**src/seq_defs.vh**
```
`ifndef SEQ_DEFS_VH
`define SEQ_DEFS_VH

// Command word layout (bit 0 is the low end)
`define CMD_WIDTH       15
`define ADDR_LSB        0
`define ADDR_BITS       5
`define CMDB_LSB        5
`define CMDB_BITS       8
`define READ_BIT        13
`define RESET_BIT       14

// Timing, in milliseconds
`define SETTLE_MS       18
`define READ_HOLD_MS    25
`define RELEASE_MS      18

// Clock figures
`define CLK_HZ          100000000
`define CYC_PER_MS      (`CLK_HZ / 1000)

// Reset values
`define CMD_RESET       15'h0000

`endif

```
**src/ms_tick.v**
```verilog
`timescale 1ns/1ps
`default_nettype none
`include "seq_defs.vh"

// Millisecond tick divider
module ms_tick #(
  parameter integer CYC_PER_MS = `CYC_PER_MS
) (
  input  wire mclk_in,
  input  wire nrst_in,
  output reg  tick_out
);

  reg [31:0] cnt_q;

  // Free-running divider, one-cycle pulse per millisecond
  always @(posedge mclk_in) begin
    if (!nrst_in) begin
      cnt_q    <= 32'h00000000;
      tick_out <= 1'b0;
    end else if (cnt_q == CYC_PER_MS - 1) begin
      cnt_q    <= 32'h00000000;
      tick_out <= 1'b1;
    end else begin
      cnt_q    <= cnt_q + 32'h00000001;
      tick_out <= 1'b0;
    end
  end

endmodule
`default_nettype wire

```
**src/stage_switch_command_sequencer.v**
```verilog
`timescale 1ns/1ps
`default_nettype none
`include "seq_defs.vh"

module stage_switch_command_sequencer #(
  parameter integer CYC_PER_MS   = `CYC_PER_MS,
  parameter integer SETTLE_MS    = `SETTLE_MS,
  parameter integer READ_HOLD_MS = `READ_HOLD_MS,
  parameter integer RELEASE_MS   = `RELEASE_MS
) (
  input  wire        mclk_in,
  input  wire        nrst_in,
  input  wire        start_in,
  input  wire [4:0]  stage_sel_in,
  input  wire [7:0]  command_in,
  input  wire [7:0]  feedback_in,
  input  wire        hung_in,
  output reg  [14:0] stage_cmd_out,
  output reg         busy_out,
  output reg         done_out,
  output reg         mismatch_out,
  output reg         hung_out,
  output reg         bad_sel_out
);

  // ------------------------------------------------------------
  // States
  // ------------------------------------------------------------
  localparam [3:0] ST_IDLE    = 4'h0;
  localparam [3:0] ST_SETTLE  = 4'h1;
  localparam [3:0] ST_CHECK   = 4'h2;
  localparam [3:0] ST_READ    = 4'h3;
  localparam [3:0] ST_RELEASE = 4'h4;
  localparam [3:0] ST_COMP    = 4'h5;
  localparam [3:0] ST_DONE    = 4'h6;

  // ------------------------------------------------------------
  // Input synchronisers
  // ------------------------------------------------------------
  // Echo lines are only compared long after the word has settled,
  // so per-bit capture needs no word handshake
  wire [`CMDB_BITS-1:0] fb_sync;
  reg                   hung_s1_q;
  reg                   hung_s2_q;

  genvar g;

  // Two-stage capture of each unit feedback line
  generate
    for (g = 0; g < `CMDB_BITS; g = g + 1) begin : g_fb_sync
      reg s1_q;
      reg s2_q;
      always @(posedge mclk_in) begin
        if (!nrst_in) begin
          s1_q <= 1'b0;
          s2_q <= 1'b0;
        end else begin
          s1_q <= feedback_in[g];
          s2_q <= s1_q;
        end
      end
      assign fb_sync[g] = s2_q;
    end
  endgenerate

  // Two-stage capture of the hung indication
  always @(posedge mclk_in) begin
    if (!nrst_in) begin
      hung_s1_q <= 1'b0;
      hung_s2_q <= 1'b0;
    end else begin
      hung_s1_q <= hung_in;
      hung_s2_q <= hung_s1_q;
    end
  end

  // ------------------------------------------------------------
  // Millisecond timebase
  // ------------------------------------------------------------
  wire ms_tick;

  ms_tick #(
    .CYC_PER_MS (CYC_PER_MS)
  ) u_tick (
    .mclk_in  (mclk_in),
    .nrst_in  (nrst_in),
    .tick_out (ms_tick)
  );

  // ------------------------------------------------------------
  // One-hot address check
  // ------------------------------------------------------------
  wire [2:0] ones_acc [0:`ADDR_BITS];

  assign ones_acc[0] = 3'h0;

  // Running count of set address bits, one adder per bit
  generate
    for (g = 0; g < `ADDR_BITS; g = g + 1) begin : g_ones
      assign ones_acc[g+1] = ones_acc[g] + {2'h0, stage_sel_in[g]};
    end
  endgenerate

  // Exactly one stage may be addressed per command
  wire sel_ok = (ones_acc[`ADDR_BITS] == 3'h1);

  // ------------------------------------------------------------
  // Sequencer
  // ------------------------------------------------------------
  reg [3:0] state_q;
  reg [7:0] cmd_q;
  reg [4:0] addr_q;
  reg [7:0] ms_q;
  reg       recov_q;

  // Full waits count whole ticks plus one to cover a partial first ms
  wire [7:0] settle_n  = SETTLE_MS[7:0] + 8'h01;
  wire [7:0] hold_n    = READ_HOLD_MS[7:0] + 8'h01;
  wire [7:0] release_n = RELEASE_MS[7:0] + 8'h01;
  wire       ms_hit    = ms_tick && (ms_q == 8'h01);

  // ------------------------------------------------------------
  // Phase decode
  // ------------------------------------------------------------
  wire in_idle  = (state_q == ST_IDLE);
  wire attempt  = in_idle && start_in;             // Start request while in idle
  wire accept   = attempt && !hung_s2_q && sel_ok;
  wire fb_ok    = (fb_sync == ~cmd_q);
  wire mis_seen = (state_q == ST_CHECK) && !fb_ok && !recov_q;

  // ------------------------------------------------------------
  // Wait timer
  // ------------------------------------------------------------
  reg       wait_load;
  reg [7:0] wait_val;

  // Reload value for the phase being entered
  always @* begin
    wait_load = 1'b0;
    wait_val  = 8'h00;
    case (state_q)
      ST_IDLE: begin
        wait_load = accept;
        wait_val  = settle_n;
      end
      ST_CHECK: begin
        wait_load = 1'b1;
        wait_val  = (fb_ok || recov_q) ? hold_n : release_n;
      end
      ST_RELEASE: begin
        wait_load = ms_hit;
        wait_val  = settle_n;
      end
      default: begin
        wait_load = 1'b0;
        wait_val  = 8'h00;
      end
    endcase
  end

  // Countdown in whole milliseconds; a reload takes priority
  always @(posedge mclk_in) begin
    if (!nrst_in) begin
      ms_q <= 8'h00;
    end else if (wait_load) begin
      ms_q <= wait_val;
    end else if (ms_tick && ms_q != 8'h00) begin
      ms_q <= ms_q - 8'h01;
    end
  end

  // ------------------------------------------------------------
  // Phase words
  // ------------------------------------------------------------
  reg [`CMD_WIDTH-1:0] word_load;
  reg [`CMD_WIDTH-1:0] word_read;
  reg [`CMD_WIDTH-1:0] word_reset;
  reg [`CMD_WIDTH-1:0] word_comp;

  // Field placement for each phase; unused fields stay zero
  always @* begin
    word_load  = `CMD_RESET;
    word_read  = `CMD_RESET;
    word_reset = `CMD_RESET;
    word_comp  = `CMD_RESET;
    // Address and command, read and reset clear
    word_load[`ADDR_LSB +: `ADDR_BITS] = stage_sel_in;
    word_load[`CMDB_LSB +: `CMDB_BITS] = command_in;
    // Address kept for telemetry, read bit set
    word_read[`ADDR_LSB +: `ADDR_BITS] = addr_q;
    word_read[`READ_BIT]               = 1'b1;
    // Reset bit alone
    word_reset[`RESET_BIT]             = 1'b1;
    // Complemented command on the same stage
    word_comp[`ADDR_LSB +: `ADDR_BITS] = addr_q;
    word_comp[`CMDB_LSB +: `CMDB_BITS] = ~cmd_q;
  end

  // ------------------------------------------------------------
  // Status flags
  // ------------------------------------------------------------
  // Attempt results are replaced at every start request made in idle; the mismatch
  // flag is cleared only by the next accepted start, and a set in the
  // same cycle as a clear wins
  always @(posedge mclk_in) begin
    if (!nrst_in) begin
      hung_out     <= 1'b0;
      bad_sel_out  <= 1'b0;
      mismatch_out <= 1'b0;
    end else begin
      if (attempt) begin
        hung_out    <= hung_s2_q;
        bad_sel_out <= !sel_ok;
      end
      if (mis_seen) begin
        mismatch_out <= 1'b1;
      end else if (accept) begin
        mismatch_out <= 1'b0;
      end
    end
  end

  // Main handshake sequence
  always @(posedge mclk_in) begin
    if (!nrst_in) begin
      state_q       <= ST_IDLE;
      cmd_q         <= 8'h00;
      addr_q        <= 5'h00;
      recov_q       <= 1'b0;
      stage_cmd_out <= `CMD_RESET;
      busy_out      <= 1'b0;
      done_out      <= 1'b0;
    end else begin
      done_out <= 1'b0;
      case (state_q)
        ST_IDLE: begin
          busy_out <= 1'b0;
          if (attempt && hung_s2_q) begin
            stage_cmd_out <= `CMD_RESET;
          end else if (accept) begin
            cmd_q         <= command_in;
            addr_q        <= stage_sel_in;
            recov_q       <= 1'b0;
            busy_out      <= 1'b1;
            stage_cmd_out <= word_load;
            state_q       <= ST_SETTLE;
          end
        end
        ST_SETTLE: begin
          if (ms_hit) begin
            state_q <= ST_CHECK;
          end
        end
        ST_CHECK: begin
          if (fb_ok) begin
            stage_cmd_out <= word_read;
            state_q       <= ST_READ;
          end else if (!recov_q) begin
            stage_cmd_out <= word_reset;
            state_q       <= ST_RELEASE;
          end else begin
            // After recovery actuate either way: the unit decodes the
            // complement as the same operation
            stage_cmd_out <= word_read;
            state_q       <= ST_READ;
          end
        end
        ST_RELEASE: begin
          if (ms_hit) begin
            stage_cmd_out <= word_comp;
            recov_q <= 1'b1;
            state_q <= ST_COMP;
          end
        end
        ST_COMP: begin
          if (ms_hit) begin
            state_q <= ST_CHECK;
          end
        end
        ST_READ: begin
          if (ms_hit) begin
            stage_cmd_out <= `CMD_RESET;
            state_q <= ST_DONE;
          end
        end
        ST_DONE: begin
          done_out <= 1'b1;
          busy_out <= 1'b0;
          state_q  <= ST_IDLE;
        end
        default: begin
          state_q <= ST_IDLE;
        end
      endcase
    end
  end

endmodule
`default_nettype wire

```
**config.mk**
```make
export PLATFORM = sky130hd
export DESIGN_NAME = stage_switch_command_sequencer
export DESIGN_NICKNAME = d
export VERILOG_FILES = /design/src/ms_tick.v /design/src/stage_switch_command_sequencer.v
export VERILOG_INCLUDE_DIRS = /design/src
export SDC_FILE = /design/constraint.sdc
export NUM_CORES = 1
export LEC_CHECK = 0
export BUFFER_PORTS_ARGS = -buffer_cell sky130_fd_sc_hd__buf_4
export CORE_ASPECT_RATIO = 0.7
export CORE_UTILIZATION = 35
export DETAILED_ROUTE_END_ITERATION = 6
export GPL_TIMING_DRIVEN = 0
export SYNTH_ARGS = -nofsm -noshare
export SYNTH_HDL_FRONTEND = slang
export SYNTH_SLANG_ARGS = --single-unit
```
**constraint.sdc**
```tcl
create_clock -name mclk_in -period 5.3 [get_ports mclk_in]
set_clock_uncertainty 0.15 [all_clocks]
set_input_delay 0.265 -clock mclk_in [delete_from_list [all_inputs] [get_ports mclk_in]]
set_output_delay 0.265 -clock mclk_in [all_outputs]
set_load 0.03 [all_outputs]
```
==> run summary, run 1 <==
Drt first-iter violations -> 182
Finish-stage setup viols -> 0
HP Class -> primary input to flip-flop
Count of final hold-check violations -> 0
Post-CTS setup buffers -> 0
Sink Count -> 96
WHS Path Cells -> 3
Syn Std Cell Area -> 4210 sq um
Root Buffer -> clkbuf_16
CTS H-tree lvls -> 3
CTS buffer count -> 9
CP arrival -> 2.84 ns
Post-synth top flop -> dfxtp_1
Filler cell count -> 1143
Yosys warns -> 0
Hold-fix buffer count after cts -> 9
Max-slew violations -> 0
Period utilisation layout -> 51.6%
CTS tree -> built
Status -> complete, no violations
HPWL Detailed -> 6.77 mm
Max-Cap Viols -> 0
Worst-Skew Late Latency -> 0.34 ns
Final RePlAce weighted congestion -> 0.825
Port Buf Inserts -> 43
Final wirelength -> 9.00 mm
Tmin final -> 2.73 ns
Seq/Total Area, Yosys -> 45.7%
Antenna Nets Post-Route -> 0
Grt total ovfl -> 0
Count of cell types in the netlist -> 58
First-pass GRT wire length -> 15.2 mm
Max Root-Sink Buffers -> 2
DR vias -> 3265
Yosys top cell area share -> 45.7%
P&R area growth vs syn -> 22.3%
Vias in the first global route -> 3115
RSZ-0062 raised after global routing -> no
Die Y -> 93.7 um
Leak pwr -> 2.14 nW
Initial antenna violation count -> 0
Syn_area_per_cell -> 9.29 sq um
Crit Path Class -> primary input to flip-flop
Slew HR -> 56.9%
Io pins -> 45
Commonest non-fill, non-tap cell in the layout -> dfxtp_1
Starting Density -> 35.9%
Core Footprint -> 11700 sq um
Commonest non-fill, non-tap cells in the layout -> dfxtp_1, nor2_1, buf_4
Yosys reg bits -> 96
WL/cell -> 13.3 um
Crit end category -> flip-flop
Worst R2R Path Depth -> 7
Core Util, Final -> 43.9%
CTS clk-pin slew, worst paths -> 0.07 ns
Slew @ Worst Pin -> 0.642 ns
Area leader, netlist -> dfxtp_1
Share of post-route cells with drive strength above 1 -> 17.7%
GRT Util Overall -> 15.5%
Ant. Diodes -> 0
Peak VDD IR -> 0.186 mV
Die W -> 133 um
Pre-antenna DRT Iters -> 6
Setup TNS -> 0 ns
# resized after CTS -> 0
Asr flop ratio synth -> 0%
Crit path max fanout -> 10
DR vias/cell -> 4.82
Die Footprint -> 12500 sq um
Post-Syn Nets -> 485
Cell row count -> 33
Achievable frequency -> 366 MHz
Largest net degree at the start of global routing -> 18
Top cells by area, synth -> dfxtp_1, nor2_1, xor2_1, xnor2_1, mux2i_1
PD cells -> 327 nW/um^2
Residual DRC -> 0
Critical Path Start Type -> primary input
Cells after Synth -> 453
Number of flops mapped to enable cells by yosys -> 0
Critical Path RT -> 5.41 ns
Nets -> 548
## final timing paths
path / startpoint / end / slack (ns)
worst max-delay path: stage_sel_in[0] / stage_cmd_out[11] / 2.57
worst min-delay path: command_in[6] / cmd_q[6] / 0.01
worst max register to register: u_tick.cnt_q[0] / u_tick.cnt_q[12] / 3.08
worst min register to register: g_fb_sync[1].s1_q / g_fb_sync[1].s2_q / 0.28
## critical path, cell delays in order
cell and delay, ns:
buf_4 0.09, inv_1 0.05, fa_1 0.49, fa_1 0.37, inv_1 0.06, ha_1 0.22, nor3_1 0.40, o311ai_1 0.23
nand2_2 0.21, buf_4 0.20, nor2_1 0.06, a211oi_1 0.19
## Yosys cell counts, drive strengths merged, types with 2 or more instances
cell type and instances:
a31oi 5, nand3 18, nand4 15, nand3b 6
nor4 15, a211oi 10, or4 2, nor3 3
ha 5, mux2i 14, buf 12, nand2 25
xnor2 20, a21oi 17, nor3b 2, o21a 4
or2 4, and2 20, o21ai 8, nor2b 4
and3 4, xor2 25, dfxtp 96, or3 2
fa 2, nor2 77, clkbuf 7, inv 15
## logic make-up (layout without fill, tap and decap cells)
family	Yosys count	in the layout	synth area share, %
muxes	15	15	3.60
DFF	96	96	45.7
AOI/OAI and AO/OA	53	53	8.30
and+or+nand+nor	203	203	26.6
xor gates and xnor gates	45	45	9.37
adders and majority gates	7	7	2.44
buffers and inverters	34	102	4.07
## layout make-up
| class | count | area, sq um | area share [%] |
|---|---|---|---|
| clock inverter | 7 | 105 | 2.04 |
| timing repair buffer | 52 | 413 | 8.02 |
| sequential | 96 | 1920 | 37.3 |
| inverter | 15 | 56.3 | 1.09 |
| multi-input combinational | 323 | 2110 | 41.1 |
| tap | 157 | 196 | 3.82 |
| buffer | 19 | 115 | 2.24 |
| clock buffer | 9 | 225 | 4.38 |
## flip-flops by register name (all words and copies together), names as in the netlist, 3 cells and up
signal	cells
g_fb_sync.s1_q	8
ms_q	8
u_tick.cnt_q	32
cmd_q	8
addr_q	5
stage_cmd_out	15
state_q	3
g_fb_sync.s2_q	8
## routing by layer
layer | vias up | wire [um] | track usage, %
met3 | 9 | 379 | 3.94
met4 | 0 | 124 | 5.84
met2 | 52 | 3530 | 22.0
li1 | 1679 | - | -
met5 | - | 0 | 0
met1 | 1525 | 4960 | 22.3
## stage by stage
step | power (W) | hold slack, ns | setup slack, ns | instances | area, sq um
6_report | 0.00168 | 0.0149 | 2.57 | 678 | 5150
3_5_place_dp | 0.000983 | 0.273 | 2.25 | 653 | 4730
3_3_place_gp | 0.000981 | 0.268 | 2.26 | 653 | 4730
4_1_cts | 0.00170 | 0.00415 | 2.59 | 678 | 5150
5_1_grt | 0.00176 | 0.0138 | 2.36 | 678 | 5150
2_1_floorplan | 0.000918 | 0.242 | 2.66 | 453 | 4210
## power by group
group          total (W)  internal [W]  switching (W)
clock           0.000712      0.000419       0.000293
sequential      0.000772      0.000753      0.0000198
combinational   0.000200     0.0000889       0.000111
total            0.00168       0.00126       0.000423
Power figures use the tool's default switching activity.
==> run 2, diff against run 1 <==
==> constraint.sdc (replaced) <==
create_clock -name mclk_in -period 2.56 [get_ports mclk_in]
set_clock_uncertainty 0.15 [all_clocks]
set_input_delay 0.128 -clock mclk_in [delete_from_list [all_inputs] [get_ports mclk_in]]
set_output_delay 0.128 -clock mclk_in [all_outputs]
set_load 0.03 [all_outputs]
==> run 2 against run 1 <==
Against the previous run: hold slack gained 0.075 ns; combinational power grew 120%; first-iteration DRC count grew 1.6%; via count grew 1.4%; critical endpoint unchanged; largest cell class unchanged.
==> run summary, run 2 (synthesis gave the netlist of run 1 again) <==
Status -> complete, no violations
CP arrival -> 2.50 ns
Net Sw Frac -> 25.3%
Pre-antenna DRT Iters -> 6
Die Y -> 93.7 um
CTS clk-pin slew, worst paths -> 0.07 ns
HP Class -> primary input to flip-flop
Largest net degree at the start of global routing -> 18
Most flops, register -> u_tick.cnt_q
Filler cell count -> 1131
Grt total ovfl -> 0
Residual DRC -> 0
Final RePlAce weighted congestion -> 0.825
Max-slew violations -> 0
Die W -> 133 um
Finish-stage setup viols -> 0
Psw -> 0.000890 W
Achievable frequency -> 419 MHz
Slew @ Worst Pin -> 0.631 ns
Seq pwr share -> 45.4%
Final worst slack -> 0.173 ns
Leak pwr -> 2.20 nW
Crit path max fanout -> 10
Post-CTS setup buffers -> 0
Commonest non-fill, non-tap cells in the layout -> dfxtp_1, nor2_1, buf_4
Max Root-Sink Buffers -> 2
DR vias/cell -> 4.79
Largest register FFs -> 32
Critical Path RT -> 2.67 ns
Cell row count -> 33
Core Footprint -> 11700 sq um
Dpl ws -> -0.358 ns
CTS H-tree lvls -> 3
Worst-Skew Late Latency -> 0.34 ns
Slew HR -> 57.6%
Share of post-route cells with drive strength above 1 -> 17.8%
Ant. Diodes -> 0
Starting Density -> 35.9%
RSZ-0062 raised after global routing -> no
Nets -> 561
Period utilisation layout -> 93.2%
DR vias -> 3312
Crit end category -> flip-flop
Io pins -> 45
Root Buffer -> clkbuf_16
GRT Util Overall -> 15.7%
PD cells -> 663 nW/um^2
First-pass GRT wire length -> 15.3 mm
Initial antenna violation count -> 0
Final wirelength -> 9.17 mm
Port Buf Inserts -> 43
Antenna Nets Post-Route -> 0
Crit Path Class -> primary input to flip-flop
Peak VDD IR -> 0.386 mV
Vias in the first global route -> 3151
Core Util, Final -> 45.3%
Critical Path Start Type -> primary input
Final Cell Area -> 5320 sq um
CTS tree -> built
Count of final hold-check violations -> 0
Commonest non-fill, non-tap cell in the layout -> dfxtp_1
Drt first-iter violations -> 185
HPWL Detailed -> 6.77 mm
Biggest regs -> u_tick.cnt_q (32), stage_cmd_out (15)
Final hold slack -> 0.0897 ns
Placed instance area -> 4730 sq um
Tot Pwr -> 0.00352 W
P_int -> 0.00263 W
Max-Cap Viols -> 0
WL/cell -> 13.3 um
Sink Count -> 96
Clock power share -> 41.9%
Die Footprint -> 12500 sq um
Combinational power share -> 12.7%
Tmin final -> 2.39 ns
CTS buffer count -> 9
P&R area growth vs syn -> 26.3%
-- run 2: cell types whose count changed in the layout (fill, tap and decap cells not counted) --
cell and delta:
nor3_1 -1, nor3b_2 +1, o311ai_4 +1, dlygate4sd3_1 +13, nor3_4 +1, nand2_4 +1
nor3b_1 -1, o311ai_1 -1, nand2_2 -1
-- run 2: stage by stage --
| step | cells | TNS, ns |
|---|---|---|
| 6_report | 691 | 0 |
| 5_1_grt | 691 | 0 |
| 4_1_cts | 691 | 0 |
| 3_5_place_dp | 653 | -7.62 |
| 3_3_place_gp | 653 | -7.34 |
| 2_1_floorplan | 453 | 0 |
-- run 2: repair_timing --
| action | 4_1_cts | 5_1_grt |
|---|---|---|
| gates resized for setup | 1 | 5 |
| hold buffers | 22 | 0 |
| gates cloned | 0 | 0 |
| pin swaps | 0 | 2 |
| hold endpoints to repair | 35 | 0 |
| endpoints found under the setup margin | 2 | 15 |
-- run 2: final timing paths --
path | start | to | slack [ns] | depth (start not counted)
worst max-delay path | stage_sel_in[4] | stage_cmd_out[11] | 0.17 | 12
worst min-delay path | start_in | bad_sel_out | 0.09 | 4
worst max register to register | u_tick.cnt_q[0] | u_tick.cnt_q[12] | 0.33 | 7
worst min register to register | g_fb_sync[0].s1_q | g_fb_sync[0].s2_q | 0.28 | 1
-- run 2: per-layer routing --
| layer | part of all wire (%) | wire length [um] | global-route usage [%] | up-vias |
|---|---|---|---|---|
| met4 | 1.3 | 123 | 6.03 | 0 |
| met3 | 3.4 | 312 | 3.88 | 8 |
| met5 | 0 | 0 | 0 | - |
| met1 | 56 | 5110 | 22.4 | 1548 |
| li1 | - | - | - | 1707 |
| met2 | 40 | 3620 | 22.3 | 49 |
-- run 2: critical path: stages --
cell and delay, ns:
dlygate4sd3_1 0.53, buf_4 0.12, inv_1 0.05, fa_1 0.37, inv_1 0.06, ha_1 0.25
nor3_4 0.23, o311ai_4 0.15, nand2_4 0.16, buf_4 0.19, nor2_1 0.06, a211oi_1 0.20
-- run 2: cell type report --
cell class                      instances  area (sq um)  area share, %
Buffer                                 19           115           2.17
Clock buffer                            9           225           4.24
Clock inverter                          7           105           1.98
Inverter                               15          56.3           1.06
Multi-Input combinational cell        323          2150           40.5
Sequential cell                        96          1920           36.1
Tap cell                              157           196           3.69
Timing Repair Buffer                   65           543           10.2
-- run 2: power by group through the flow --
stage	combinational, W	sequential (W)	clock [W]
after floorplan	0.000219	0.00168	0
after global placement	0.000400	0.00163	0
after detailed placement	0.000402	0.00163	0
after CTS	0.000434	0.00160	0.00151
after global routing	0.000488	0.00161	0.00158
final	0.000448	0.00160	0.00147
